===== src/hw/ttsr_pkg.sv =====
// Package of offsets, field layouts and constants for the triangle texture setup registers.
package ttsr_pkg;

    // ------------------------------------------------------------------
    // Register offsets (byte addresses on the register port).
    // ------------------------------------------------------------------
    localparam logic [15:0] OFF_TEXEL_ROW_BASE = 16'hB504;
    localparam logic [15:0] OFF_TEXEL_COLUMN_BASE = 16'hB508;
    localparam logic [15:0] OFF_DEPTH_W_STEP_X = 16'hB50C;
    localparam logic [15:0] OFF_DEPTH_W_STEP_Y = 16'hB510;
    localparam logic [15:0] OFF_DEPTH_W_INITIAL = 16'hB514;
    localparam logic [15:0] OFF_MIP_LEVEL_STEP_X = 16'hB518;
    localparam logic [15:0] OFF_TEXEL_ROW_STEP_X = 16'hB51C;
    localparam logic [15:0] OFF_TEXEL_COLUMN_STEP_X = 16'hB520;
    localparam logic [15:0] OFF_MIP_LEVEL_STEP_Y = 16'hB524;
    localparam logic [15:0] OFF_TEXEL_ROW_STEP_Y = 16'hB528;
    localparam logic [15:0] OFF_TEXEL_COLUMN_STEP_Y = 16'hB52C;
    // Control register holding wrap enable and operation code.
    localparam logic [15:0] OFF_RENDER_CONTROL = 16'hB5F0;

    // ------------------------------------------------------------------
    // Field layouts.
    // ------------------------------------------------------------------
    localparam int BASE_WIDTH = 20;
    localparam int WRAP_ENABLE_BIT = 26;
    localparam int OPCODE_LSB = 27;
    localparam int OPCODE_WIDTH = 4;
    localparam int MIP_WRAP_LSB = 27;
    localparam int MIP_INT_LSB = 19;
    localparam logic [3:0] OP_PERSPECTIVE_A = 4'h5;
    localparam logic [3:0] OP_PERSPECTIVE_B = 4'h6;

    // Values after a load and for unmapped reads (contents are undefined; zero is used here).
    localparam logic [31:0] RESET_WORD = 32'h0000_0000;
    localparam logic [31:0] UNMAPPED_READ = 32'h0000_0000;

    // Register index type for the eleven parameter words.
    typedef enum logic [3:0]
    {
        TTSR_ROW_BASE = 4'b0000,
        TTSR_COL_BASE = 4'b0001,
        TTSR_W_STEP_X = 4'b0010,
        TTSR_W_STEP_Y = 4'b0011,
        TTSR_W_INIT = 4'b0100,
        TTSR_D_STEP_X = 4'b0101,
        TTSR_V_STEP_X = 4'b0110,
        TTSR_U_STEP_X = 4'b0111,
        TTSR_D_STEP_Y = 4'b1000,
        TTSR_V_STEP_Y = 4'b1001,
        TTSR_U_STEP_Y = 4'b1010
    } ttsr_index_t;

endpackage : ttsr_pkg


===== src/hw/ttsr_step_if.sv =====
// Interface carrying the texture step operands between the setup bank and its stepper.
`timescale 1ns/10ps
interface ttsr_step_if;
    logic perspective;        // Perspective mode selected.
    logic wrap_enable;        // Texture edge wrap allowed.
    logic step_x;             // Advance one step in X.
    logic step_y;             // Advance one step in Y.
    logic load;               // Reload accumulators from start values.
    logic [31:0] w_init;      // W start value.
    logic [31:0] w_dx;        // W step per X.
    logic [31:0] w_dy;        // W step per Y.
    logic [31:0] d_dx;        // D step per X.
    logic [31:0] d_dy;        // D step per Y.
    logic [31:0] u_dx;        // U step per X.
    logic [31:0] u_dy;        // U step per Y.
    logic [31:0] v_dx;        // V step per X.
    logic [31:0] v_dy;        // V step per Y.
    logic [19:0] u_base;      // U common offset.
    logic [19:0] v_base;      // V common offset.
    logic [31:0] w_acc;       // Accumulated W.
    logic [7:0] mip_level;    // Selected mipmap level.
    logic [3:0] wrap_limit;   // Allowed edge wraps.
    logic [31:0] u_coord;     // U with base applied.
    logic [31:0] v_coord;     // V with base applied.

    modport bank
    (
        output perspective, wrap_enable, step_x, step_y, load, w_init, w_dx, w_dy,
        output d_dx, d_dy, u_dx, u_dy, v_dx, v_dy, u_base, v_base,
        input w_acc, mip_level, wrap_limit, u_coord, v_coord
    );
    modport stepper
    (
        input perspective, wrap_enable, step_x, step_y, load, w_init, w_dx, w_dy,
        input d_dx, d_dy, u_dx, u_dy, v_dx, v_dy, u_base, v_base,
        output w_acc, mip_level, wrap_limit, u_coord, v_coord
    );
endinterface : ttsr_step_if


===== src/hw/ttsr_stepper.sv =====
// Texture attribute stepper that accumulates W, D, U and V from the setup values.
`timescale 1ns/10ps
module ttsr_stepper
(
    input wire logic clk,
    input wire logic rst,
    ttsr_step_if.stepper sif
);
    import ttsr_pkg::*;

    // All state of the stepper in one word.
    typedef struct packed
    {
        logic [31:0] w;
        logic [31:0] d;
        logic [31:0] u;
        logic [31:0] v;
    } ttsr_acc_t;

    ttsr_acc_t st;       // Registered state.
    ttsr_acc_t next_st;  // Next state.

    // ------------------------------------------------------------------
    // Pass a U or V delta on according to the coordinate mode.
    // ------------------------------------------------------------------
    // Both formats (S24.7 and S12.8.11) are added raw; only the point moves.
    function automatic logic [31:0] ttsr_uv_norm(input logic [31:0] val, input logic persp);
        if (persp)
        begin
            ttsr_uv_norm = val;
        end
        else
        begin
            ttsr_uv_norm = val;
        end
    endfunction : ttsr_uv_norm

    // ------------------------------------------------------------------
    // Accumulation.
    // ------------------------------------------------------------------
    // Load takes priority over stepping so a new triangle starts clean.
    always_comb
    begin
        next_st = st;
        if (sif.load)
        begin
            next_st.w = sif.w_init;
            next_st.d = RESET_WORD;
            next_st.u = RESET_WORD;
            next_st.v = RESET_WORD;
        end
        else if (sif.step_x)
        begin
            next_st.w = st.w + sif.w_dx;
            next_st.d = st.d + sif.d_dx;
            next_st.u = st.u + ttsr_uv_norm(sif.u_dx, sif.perspective);
            next_st.v = st.v + ttsr_uv_norm(sif.v_dx, sif.perspective);
        end
        else if (sif.step_y)
        begin
            next_st.w = st.w + sif.w_dy;
            next_st.d = st.d + sif.d_dy;
            next_st.u = st.u + ttsr_uv_norm(sif.u_dy, sif.perspective);
            next_st.v = st.v + ttsr_uv_norm(sif.v_dy, sif.perspective);
        end
    end

    always_ff @(posedge clk or posedge rst)
    begin
        if (rst)
        begin
            st <= '0;
        end
        else
        begin
            st <= next_st;
        end
    end

    // Outputs: the integer field of D picks the mip level, base offsets added.
    assign sif.w_acc = st.w;
    assign sif.mip_level = st.d[MIP_INT_LSB +: 8];
    // Wrap count is shown only when wrapping is enabled; D keeps accumulating its wrap bits either way.
    assign sif.wrap_limit = sif.wrap_enable ? st.d[MIP_WRAP_LSB +: 4] : 4'h0;
    // Base offsets are 12.8 and applied as the common offset of each coordinate.
    assign sif.u_coord = st.u + {12'h000, sif.u_base};
    assign sif.v_coord = st.v + {12'h000, sif.v_base};

endmodule : ttsr_stepper


===== src/hw/ttsr_regs.sv =====
// Triangle texture setup register bank with its attribute stepper.
//
// Implementation choice: the strobed register port.
`timescale 1ns/10ps
module ttsr_regs
(
    input wire logic MCLK,
    input wire logic RESET,
    input wire logic [15:0] ADDR,
    input wire logic [31:0] WDATA,
    input wire logic WR,
    input wire logic RD,
    output logic [31:0] RDATA,
    input wire logic STEP_X,
    input wire logic STEP_Y,
    input wire logic LOAD,
    output logic [31:0] W_ACC,
    output logic [7:0] MIP_LEVEL,
    output logic [3:0] WRAP_LIMIT,
    output logic [31:0] U_COORD,
    output logic [31:0] V_COORD,
    output logic PERSPECTIVE
);
    import ttsr_pkg::*;

    // ------------------------------------------------------------------
    // Register map and number formats.
    // ------------------------------------------------------------------
    // B504 row base: unsigned 12.8 in bits 19:0, bits 31:20 read as zero.
    // B508 column base: unsigned 12.8 in bits 19:0, bits 31:20 read as zero.
    // B50C depth step per X: signed, 12 integer and 19 fraction bits.
    // B510 depth step per Y: same signed layout as the X step.
    // B514 depth start: same layout; software keeps the sign clear.
    // B518 mip step per X: sign, four wrap bits, 8 integer, 19 fraction.
    // B51C row coordinate step per X.
    // B520 column coordinate step per X.
    // B524 mip step per Y: same layout as the X step.
    // B528 row coordinate step per Y.
    // B52C column coordinate step per Y.
    // B5F0 control: bit 26 allows edge wrap, bits 30:27 hold the operation.
    // The coordinate steps are signed 24.7 under the two perspective codes
    // and signed 12.8.11 (integer, filter, fraction) under all others.
    // Any other offset ignores a write and reads back as zero, so a stray
    // access from software can never disturb a triangle already set up.

    // ------------------------------------------------------------------
    // State.
    // ------------------------------------------------------------------
    // All bank state as one struct so reset and update stay in one place.
    // The output copies in the tail of the struct exist only to give every
    // pin its own flop; they repeat the stepper's results and the mode flag one cycle late.
    typedef struct packed
    {
        logic [31:0] row_base;
        logic [31:0] col_base;
        logic [31:0] w_sx;
        logic [31:0] w_sy;
        logic [31:0] w_init;
        logic [31:0] d_sx;
        logic [31:0] v_sx;
        logic [31:0] u_sx;
        logic [31:0] d_sy;
        logic [31:0] v_sy;
        logic [31:0] u_sy;
        logic [31:0] ctrl;
        logic [31:0] rdata;
        logic [31:0] w_out;
        logic [7:0] mip_out;
        logic [3:0] wrap_out;
        logic [31:0] u_out;
        logic [31:0] v_out;
        logic persp_out;
    } ttsr_state_t;

    ttsr_state_t st;       // Registered state.
    ttsr_state_t next_st;  // Next state.
    ttsr_step_if sif();    // Link to the stepper.

    // ------------------------------------------------------------------
    // Mode decode, used by both the stepper link and the output flop.
    // ------------------------------------------------------------------
    // Only codes 0101 and 0110 select perspective; every other code, the
    // unused ones included, falls back to the plain coordinate format.
    function automatic logic ttsr_is_persp(input logic [31:0] ctrl);
        logic [3:0] op;
        op = ctrl[OPCODE_LSB +: OPCODE_WIDTH];
        ttsr_is_persp = (op == OP_PERSPECTIVE_A) || (op == OP_PERSPECTIVE_B);
    endfunction : ttsr_is_persp

    // Drive the stepper from the stored values.
    // The step words go across untouched: the two coordinate formats differ
    // only in where software places the binary point, so one adder serves
    // both modes and no shifter sits in the accumulation path.
    // The trade-off is that the stepper output is in whatever format the
    // current operation implies; the consumer must know the mode, which is
    // why the perspective flag is also brought out to a pin.
    // Strobes from the rasteriser share this clock and need no synchroniser.
    assign sif.perspective = ttsr_is_persp(st.ctrl);
    assign sif.wrap_enable = st.ctrl[WRAP_ENABLE_BIT];
    assign sif.step_x = STEP_X;
    assign sif.step_y = STEP_Y;
    assign sif.load = LOAD;
    assign sif.w_init = st.w_init;
    assign sif.w_dx = st.w_sx;
    assign sif.w_dy = st.w_sy;
    assign sif.d_dx = st.d_sx;
    assign sif.d_dy = st.d_sy;
    assign sif.u_dx = st.u_sx;
    assign sif.u_dy = st.u_sy;
    assign sif.v_dx = st.v_sx;
    assign sif.v_dy = st.v_sy;
    assign sif.u_base = st.col_base[BASE_WIDTH-1:0];
    assign sif.v_base = st.row_base[BASE_WIDTH-1:0];

    // The stepper shares clock and reset with the bank; its results are
    // captured below rather than driven straight to the pins.
    ttsr_stepper u_stepper
    (
        .clk(MCLK),
        .rst(RESET),
        .sif(sif.stepper)
    );

    // ------------------------------------------------------------------
    // Register writes, reads and output capture.
    // ------------------------------------------------------------------
    // Base registers keep only 20 bits; their reserved bits read as zero.
    always_comb
    begin
        next_st = st;
        // A write replaces the whole word at once; there are no byte
        // enables, so software always rewrites a full register.
        // Step and start words are stored exactly as written, sign included.
        if (WR)
        begin
            if (ADDR == OFF_TEXEL_ROW_BASE)
            begin
                next_st.row_base = {12'h000, WDATA[BASE_WIDTH-1:0]};
            end
            else if (ADDR == OFF_TEXEL_COLUMN_BASE)
            begin
                next_st.col_base = {12'h000, WDATA[BASE_WIDTH-1:0]};
            end
            else if (ADDR == OFF_DEPTH_W_STEP_X)
            begin
                next_st.w_sx = WDATA;
            end
            else if (ADDR == OFF_DEPTH_W_STEP_Y)
            begin
                next_st.w_sy = WDATA;
            end
            else if (ADDR == OFF_DEPTH_W_INITIAL)
            begin
                // Sign is stored as written; software keeps it clear.
                next_st.w_init = WDATA;
            end
            else if (ADDR == OFF_MIP_LEVEL_STEP_X)
            begin
                next_st.d_sx = WDATA;
            end
            else if (ADDR == OFF_TEXEL_ROW_STEP_X)
            begin
                next_st.v_sx = WDATA;
            end
            else if (ADDR == OFF_TEXEL_COLUMN_STEP_X)
            begin
                next_st.u_sx = WDATA;
            end
            else if (ADDR == OFF_MIP_LEVEL_STEP_Y)
            begin
                next_st.d_sy = WDATA;
            end
            else if (ADDR == OFF_TEXEL_ROW_STEP_Y)
            begin
                next_st.v_sy = WDATA;
            end
            else if (ADDR == OFF_TEXEL_COLUMN_STEP_Y)
            begin
                next_st.u_sy = WDATA;
            end
            else if (ADDR == OFF_RENDER_CONTROL)
            begin
                next_st.ctrl = WDATA;
            end
        end
        // The decode chains match the full sixteen-bit offset, so aliases
        // of a word at other addresses do not exist.
        // A write and a read of the same word in one cycle is not expected
        // from the master; should it occur, the read returns the old value.
        // Read data stand for exactly the cycle after the strobe.
        next_st.rdata = UNMAPPED_READ;
        // Reads have no side effects, so polling a word is harmless.
        if (RD)
        begin
            if (ADDR == OFF_TEXEL_ROW_BASE)
            begin
                next_st.rdata = st.row_base;
            end
            else if (ADDR == OFF_TEXEL_COLUMN_BASE)
            begin
                next_st.rdata = st.col_base;
            end
            else if (ADDR == OFF_DEPTH_W_STEP_X)
            begin
                next_st.rdata = st.w_sx;
            end
            else if (ADDR == OFF_DEPTH_W_STEP_Y)
            begin
                next_st.rdata = st.w_sy;
            end
            else if (ADDR == OFF_DEPTH_W_INITIAL)
            begin
                next_st.rdata = st.w_init;
            end
            else if (ADDR == OFF_MIP_LEVEL_STEP_X)
            begin
                next_st.rdata = st.d_sx;
            end
            else if (ADDR == OFF_TEXEL_ROW_STEP_X)
            begin
                next_st.rdata = st.v_sx;
            end
            else if (ADDR == OFF_TEXEL_COLUMN_STEP_X)
            begin
                next_st.rdata = st.u_sx;
            end
            else if (ADDR == OFF_MIP_LEVEL_STEP_Y)
            begin
                next_st.rdata = st.d_sy;
            end
            else if (ADDR == OFF_TEXEL_ROW_STEP_Y)
            begin
                next_st.rdata = st.v_sy;
            end
            else if (ADDR == OFF_TEXEL_COLUMN_STEP_Y)
            begin
                next_st.rdata = st.u_sy;
            end
            else if (ADDR == OFF_RENDER_CONTROL)
            begin
                next_st.rdata = st.ctrl;
            end
        end
        // Results are re-registered so every top output leaves a flop;
        // this costs one cycle of latency against the stepper.
        next_st.w_out = sif.w_acc;
        next_st.mip_out = sif.mip_level;
        next_st.wrap_out = sif.wrap_limit;
        next_st.u_out = sif.u_coord;
        next_st.v_out = sif.v_coord;
        next_st.persp_out = sif.perspective;
    end

    // ------------------------------------------------------------------
    // Timing.
    // ------------------------------------------------------------------
    // Edge N takes a write; edge N+1 can already read it back.
    // Edge N takes a read; RDATA holds the word from N to N+1, then zero.
    // Edge N takes a load or step; the stepper holds the result after N,
    // and the output flops show it after N+1.
    // The load wins over both steps, and an X step over a Y step, so the
    // walker may assert several strobes at once without corrupting a sum.
    // Sums wrap at 32 bits; software must size its steps so that no
    // accumulator crosses its sign over the span of one triangle.
    // Contents are undefined at power-on; zero keeps simulation clean.
    always_ff @(posedge MCLK or posedge RESET)
    begin
        if (RESET)
        begin
            st <= '0;
        end
        else
        begin
            st <= next_st;
        end
    end

    // ------------------------------------------------------------------
    // Outputs, each a field of the registered state.
    // ------------------------------------------------------------------
    // Nothing combinational sits between a flop and a pin, so the paths
    // from this block to its neighbours are short and easy to close.
    assign RDATA = st.rdata;
    assign W_ACC = st.w_out;
    assign MIP_LEVEL = st.mip_out;
    assign WRAP_LIMIT = st.wrap_out;
    assign U_COORD = st.u_out;
    assign V_COORD = st.v_out;
    assign PERSPECTIVE = st.persp_out;

endmodule : ttsr_regs


===== config.mk =====
export PLATFORM = sky130hd
export DESIGN_NAME = ttsr_regs
export DESIGN_NICKNAME = d
export VERILOG_FILES = /design/src/hw/ttsr_pkg.sv /design/src/hw/ttsr_step_if.sv /design/src/hw/ttsr_stepper.sv /design/src/hw/ttsr_regs.sv
export SDC_FILE = /design/constraint.sdc
export NUM_CORES = 2
export LEC_CHECK = 0
export BUFFER_PORTS_ARGS = -buffer_cell sky130_fd_sc_hd__buf_2
export CAP_MARGIN = 15
export CORE_ASPECT_RATIO = 1.25
export CORE_MARGIN = 5
export CORE_UTILIZATION = 45
export CTS_CLUSTER_DIAMETER = 40
export DETAILED_ROUTE_END_ITERATION = 8
export GPL_ROUTABILITY_DRIVEN = 0
export GPL_TIMING_DRIVEN = 0
export HOLD_SLACK_MARGIN = 0.05
export PLACE_DENSITY = 0.66
export SLEW_MARGIN = 20
export SYNTH_ARGS = -nofsm -noshare
export SYNTH_HDL_FRONTEND = slang
export SYNTH_SLANG_ARGS = --single-unit

===== constraint.sdc =====
create_clock -name MCLK -period 54.2 [get_ports MCLK]
set_input_delay 2.71 -clock MCLK [delete_from_list [all_inputs] [get_ports MCLK]]
set_output_delay 2.71 -clock MCLK [all_outputs]
set_load 0.1 [all_outputs]

## Yosys cells after proc, flatten, opt, wreduce, memory -nomap -nowiden

Index checks and enable logic that the tools add are counted.

| storage, ports and cells | value |
|---|---|
| register bits | 629 |
| latch bits | 0 |
| bits in writable memories | 0 |
| memory bits (read-only) | 0 |
| bits of input ports | 55 |
| output and inout port bits | 141 |
| memories | 0 |

| operators by class | value |
|---|---|
| add/subtract/negate cells | 10 |
| multipliers | 0 |
| div/mod/pow operators | 0 |
| magnitude comparators | 0 |
| equality and inequality tests | 14 |
| shift-type cells | 0 |
| muxes and demuxes | 27 |
| bitwise gates (word level) | 11 |
| reductions and logical operators | 14 |

Operator list:

| operator | count |
|---|---|
| $mux W32 | 23 |
| $mux W128 | 3 |
| $add A32 B32 Y32 | 8 |
| $eq A16 B16 Y1 const B | 12 |
| $add A32 B20 Y32 | 2 |
| $reduce_and A13 Y1 | 1 |
| $reduce_and A12 Y1 | 1 |
| $not A1 Y1 | 11 |
| $reduce_and A11 Y1 | 1 |
| $reduce_and A10 Y1 | 1 |
| $reduce_and A9 Y1 | 1 |
| $eq A4 B3 Y1 const B | 2 |
| $reduce_and A8 Y1 | 1 |
| $reduce_and A7 Y1 | 1 |
| $reduce_and A6 Y1 | 1 |
| $reduce_and A5 Y1 | 1 |
| $mux W4 | 1 |
| $reduce_and A4 Y1 | 1 |
| $reduce_and A3 Y1 | 1 |
| $reduce_bool A3 Y1 | 1 |
| $reduce_and A2 Y1 | 1 |
| $logic_or A1 B1 Y1 | 1 |

## Longest topological paths before layout

| logic depth | value |
|---|---|
| depth in word-level cells | 14 |
| mapped depth | 17 |
| mapped depth without buffers | 13 |

## Cells and area by module

From an unflattened synthesis, not the netlist that was laid out.

| unflattened totals | value |
|---|---|
| cells, all modules | 3,540 |
| area total of the unflattened synthesis | 36,676.4 µm² |

Modules (own cells, without submodules):

| module | instances | cells an instance | area an instance (µm²) | seq. area each (µm²) |
|---|---|---|---|---|
| ttsr_regs | 1 | 1,721 | 21,729.6 | 12,537.0 |
| ttsr_stepper | 1 | 1,819 | 14,946.8 | 3,178.0 |

## Least setup slack after synthesis

Ideal clock, no wire load.

| timing | value |
|---|---|
| path type | input to register |
| start | in STEP_X |
| end | reg u_stepper.st (netlist bit u_stepper.sif.w_acc[29]) |
| data arrival time | 6,381 ps |
| required time | 54,074 ps |
| slack | 47,693 ps |
| cell stages on the path | 15 |
| buffers on the path | 4 |
| cell sequence | clkbuf_1 > clkbuf_1 > clkbuf_1 > clkbuf_1 > mux2_2 > ha_1 > a2111oi_0 > o21ai_1 > nand4_1 > a211oi_1 > nor3_1 > o31ai_1 > a21o_1 > xor2_1 > a221o_1 |

| on the way | value |
|---|---|
| longest elaborated chain between the ends | 2 |
| elaborated cells between the ends (all ways) | 3 |
| those cells by class | mux (2); reduce/logical (1) |

Ends and longest elaborated chain:

| element | RTL line | text |
|---|---|---|
| from (decl) | ttsr_regs.sv:14 | `input wire logic STEP_X,` |
| $mux W128 | ttsr_stepper.sv:52 | `else if (sif.step_x)` |
| $mux W128 | ttsr_stepper.sv:45 | `if (sif.load)` |
| to (signal assigned) | ttsr_stepper.sv:76 | `st <= next_st;` |
| to (decl) | ttsr_stepper.sv:20 | `ttsr_acc_t st;` |

Parallel ways exist; a longest one is shown, timed or not.
A chain may end at the register's enable or synchronous reset.

## Worst setup path in the final report

Ends and elaborated chain as after synthesis.

==> flow_summary.ini <==
[yosys]
synth_edf_count = 0
yosys.area.top_type = dfrtp_1
ys_warn_count = 0
seq_area_frac_synth = 0.4410
postSynth.asyncResetShare = 1.000
synth.cell_area_sq_um = 35630
synth_top_area_share = 0.4410
syn_area_per_cell_sq_um = 10.74
synth_seq_cells = 628
synth_nets = 3543
synth_cell_types = 90
synthFlopType = dfrtp_1
synthTopCellsByArea = dfrtp_1 (44%), mux2_2 (8.1%), mux2_1 (7.4%)
netlist_instances = 3319

[global_routing]
grt.met3_usage = 0.05616
grt_max_degree = 105
grt_pass1_vias = 28110
grtUsageMet1 = 0.3626
met2_usage = 0.4479
grt-ovfl-total = 0
grt_pass1_wl_microns = 184900
grt_antenna_before_repair = 4
grt-busiest-layer = met2
grt_usage = 0.2909

[sta]
fin_tns_setup_ps = 0
worst_slew_pin_slew_ps = 1283
hold_viol = 0
setup_viol = 0
finalClockSkew_ps = 36.24
fin_crit_sh = 0.1414
rsz0062_at_grt = false
fmax_ghz = 0.1304
slew_headroom = 0.1445
slew_viol_final = 0
whs_ps = 406.5
period_needed_ps = 7666

[job]
drv_cap = 0

[power_and_ir_drop]
powerDensity_nw_per_um2 = 28.53
pwr-share-seq = 0.403
swShare = 0.2675
comb_power_share = 0.058
power_switching_uw = 316.1
p_leak_nw = 21.44
p_clk_frac = 0.539
ir_drop_mv = 0.02352
power.internal_uw = 865.6

[detailed_routing]
drc = 0
viasPerCell = 6.038
route.vias.total = 28650
wl_microns = 126600
ant_nets = 0
wl_per_cell_microns = 26.68
drt_pass1_iterations = 6
drtIter0Drc = 3038

[floorplan]
die_x_microns = 261.7
rows = 115
coreArea_sq_um = 78710
die_y_microns = 324.6
dieArea_sq_um = 84950
start_util = 0.4527
ios = 196

[worst_setup_path]
startpoint_type = input pin
worstPathArrival_ps = 8240
path_class = in -> reg
worst-path-max-fanout = 10
crit_path_end_kind = flop
r2r_cells = 11
required_ps = 54770

[final_layout]
fin_area_sq_um = 41420
largest_reg_flops = 87
utilization = 0.5263
final_cell_mix = dfrtp_1 (628), mux2_2 (257), a21oi_1 (252)
layout.cells.most_common = dfrtp_1
finalNonFillerCells = 4744
nNetsFinal = 3832
synthToLayoutAreaGrowth_pct = 16.24
drive_gt1_frac = 0.2305
top_register = u_stepper.st

[place]
io_buffer_count = 182
place_inst = 4563
dp.final_hpwl_microns = 96310
placed_area_sq_um = 38110

[clocking]
post_cts_buffers = 0
clk_pin_slew_ps = 60
numCtsBuffers = 96
cts_num_sinks = 628
cts-root-buf = clkbuf_16
cts_resized = 0
clkLatencyLatePin_ps = 700
cts_max_level = 3
postCtsHoldBufs = 0
clk_path_buf_depth = 3
cts_tree = built

[run_status]
status = completed

[min_path]
holdPathStages = 0
min_path_type = reg -> reg
[power groups by stage]
stage,combinational (mW),sequential (mW),clock [mW]
2_1_floorplan,0.0430,0.484,0
3_3_place_gp,0.0649,0.485,0
3_5_place_dp,0.0676,0.485,0
4_1_cts,0.0677,0.476,0.641
5_1_grt,0.0718,0.476,0.664
6_report,0.0681,0.476,0.637
[path summary, 6_finish.rpt]
path | start | to | slack (ps)
worst max-delay path | STEP_X | u_stepper.sif.w_acc[29] | 46530
worst min-delay path | u_stepper.sif.w_acc[21] | W_ACC[21] | 410
worst max register to register | sif.v_dx[2] | u_stepper.st[28] | 50080
worst min register to register | u_stepper.sif.w_acc[21] | W_ACC[21] | 410
max in group asynchronous | RESET | u_stepper.st[3] | 50220
min in group asynchronous | RESET | V_COORD[31] | 2040
[per-stage QoR]
stage                     setup slack, ps  power, mW
after global routing                46250      1.212
after floorplan                     33900     0.5266
after detailed placement            45940     0.5523
after global placement              26520     0.5504
final                               46530      1.182
after CTS                           46640      1.185
[final cells by class]
| cell class | instances | area, sq um |
|---|---|---|
| plain buffers | 326 | 1819 |
| repair buffers | 191 | 1130 |
| fillers | 7087 | 37290 |
| clock buffers | 107 | 2504 |
| diodes | 3 | 7.507 |
| flip-flops and latches | 628 | 15720 |
| well taps | 1053 | 1318 |
| inverters | 57 | 221.5 |
| multi-input cells | 2308 | 17900 |
| clock inverters | 71 | 802.0 |
[cell families (layout without fill, tap and decap cells)]
group,count (synthesis),in the layout,synth area share
AND/OR/NAND/NOR,670,670,0.09031
adder cells (fa/ha/maj),169,169,0.06061
buffers and inverters,383,752,0.05674
multiplexers,524,524,0.1644
other,0,3,0
XOR/XNOR,148,148,0.03638
AO/OA/AOI/OAI,797,797,0.1505
flip-flops,628,628,0.4410
[per-layer routing]
layer,vias to the layer above,share of wire
li1,12630,-
met1,14230,0.38
met2,1364,0.45
met3,423,0.079
met4,2,0.090
met5,-,0.00011
[synth_stat cells (42+ instances only)]
master and number:
nand3_1 42, o21a_1 43, mux2_2 257, nand2_1 213, nor3_1 44, inv_1 56
o21ai_0 84, xor2_1 46, a21o_1 72, mux2_1 233, nor2_1 181, xnor2_1 102
a21oi_1 252, ha_1 163, buf_2 47, buf_4 140, a211oi_1 46, clkbuf_1 116
dfrtp_1 628
[worst max-delay path, stage by stage]
cell and delay (ps):
clkbuf_1 500, clkbuf_1 500, clkbuf_1 700, clkbuf_1 630
mux2_2 430, ha_1 350, a2111oi_0 430, o21ai_1 180
nand4_1 310, a211oi_1 140, nor3_1 500, o31ai_1 160
a21o_1 210, xor2_1 140, a221o_1 330
Note: power is estimated with default switching activity, not from simulation.
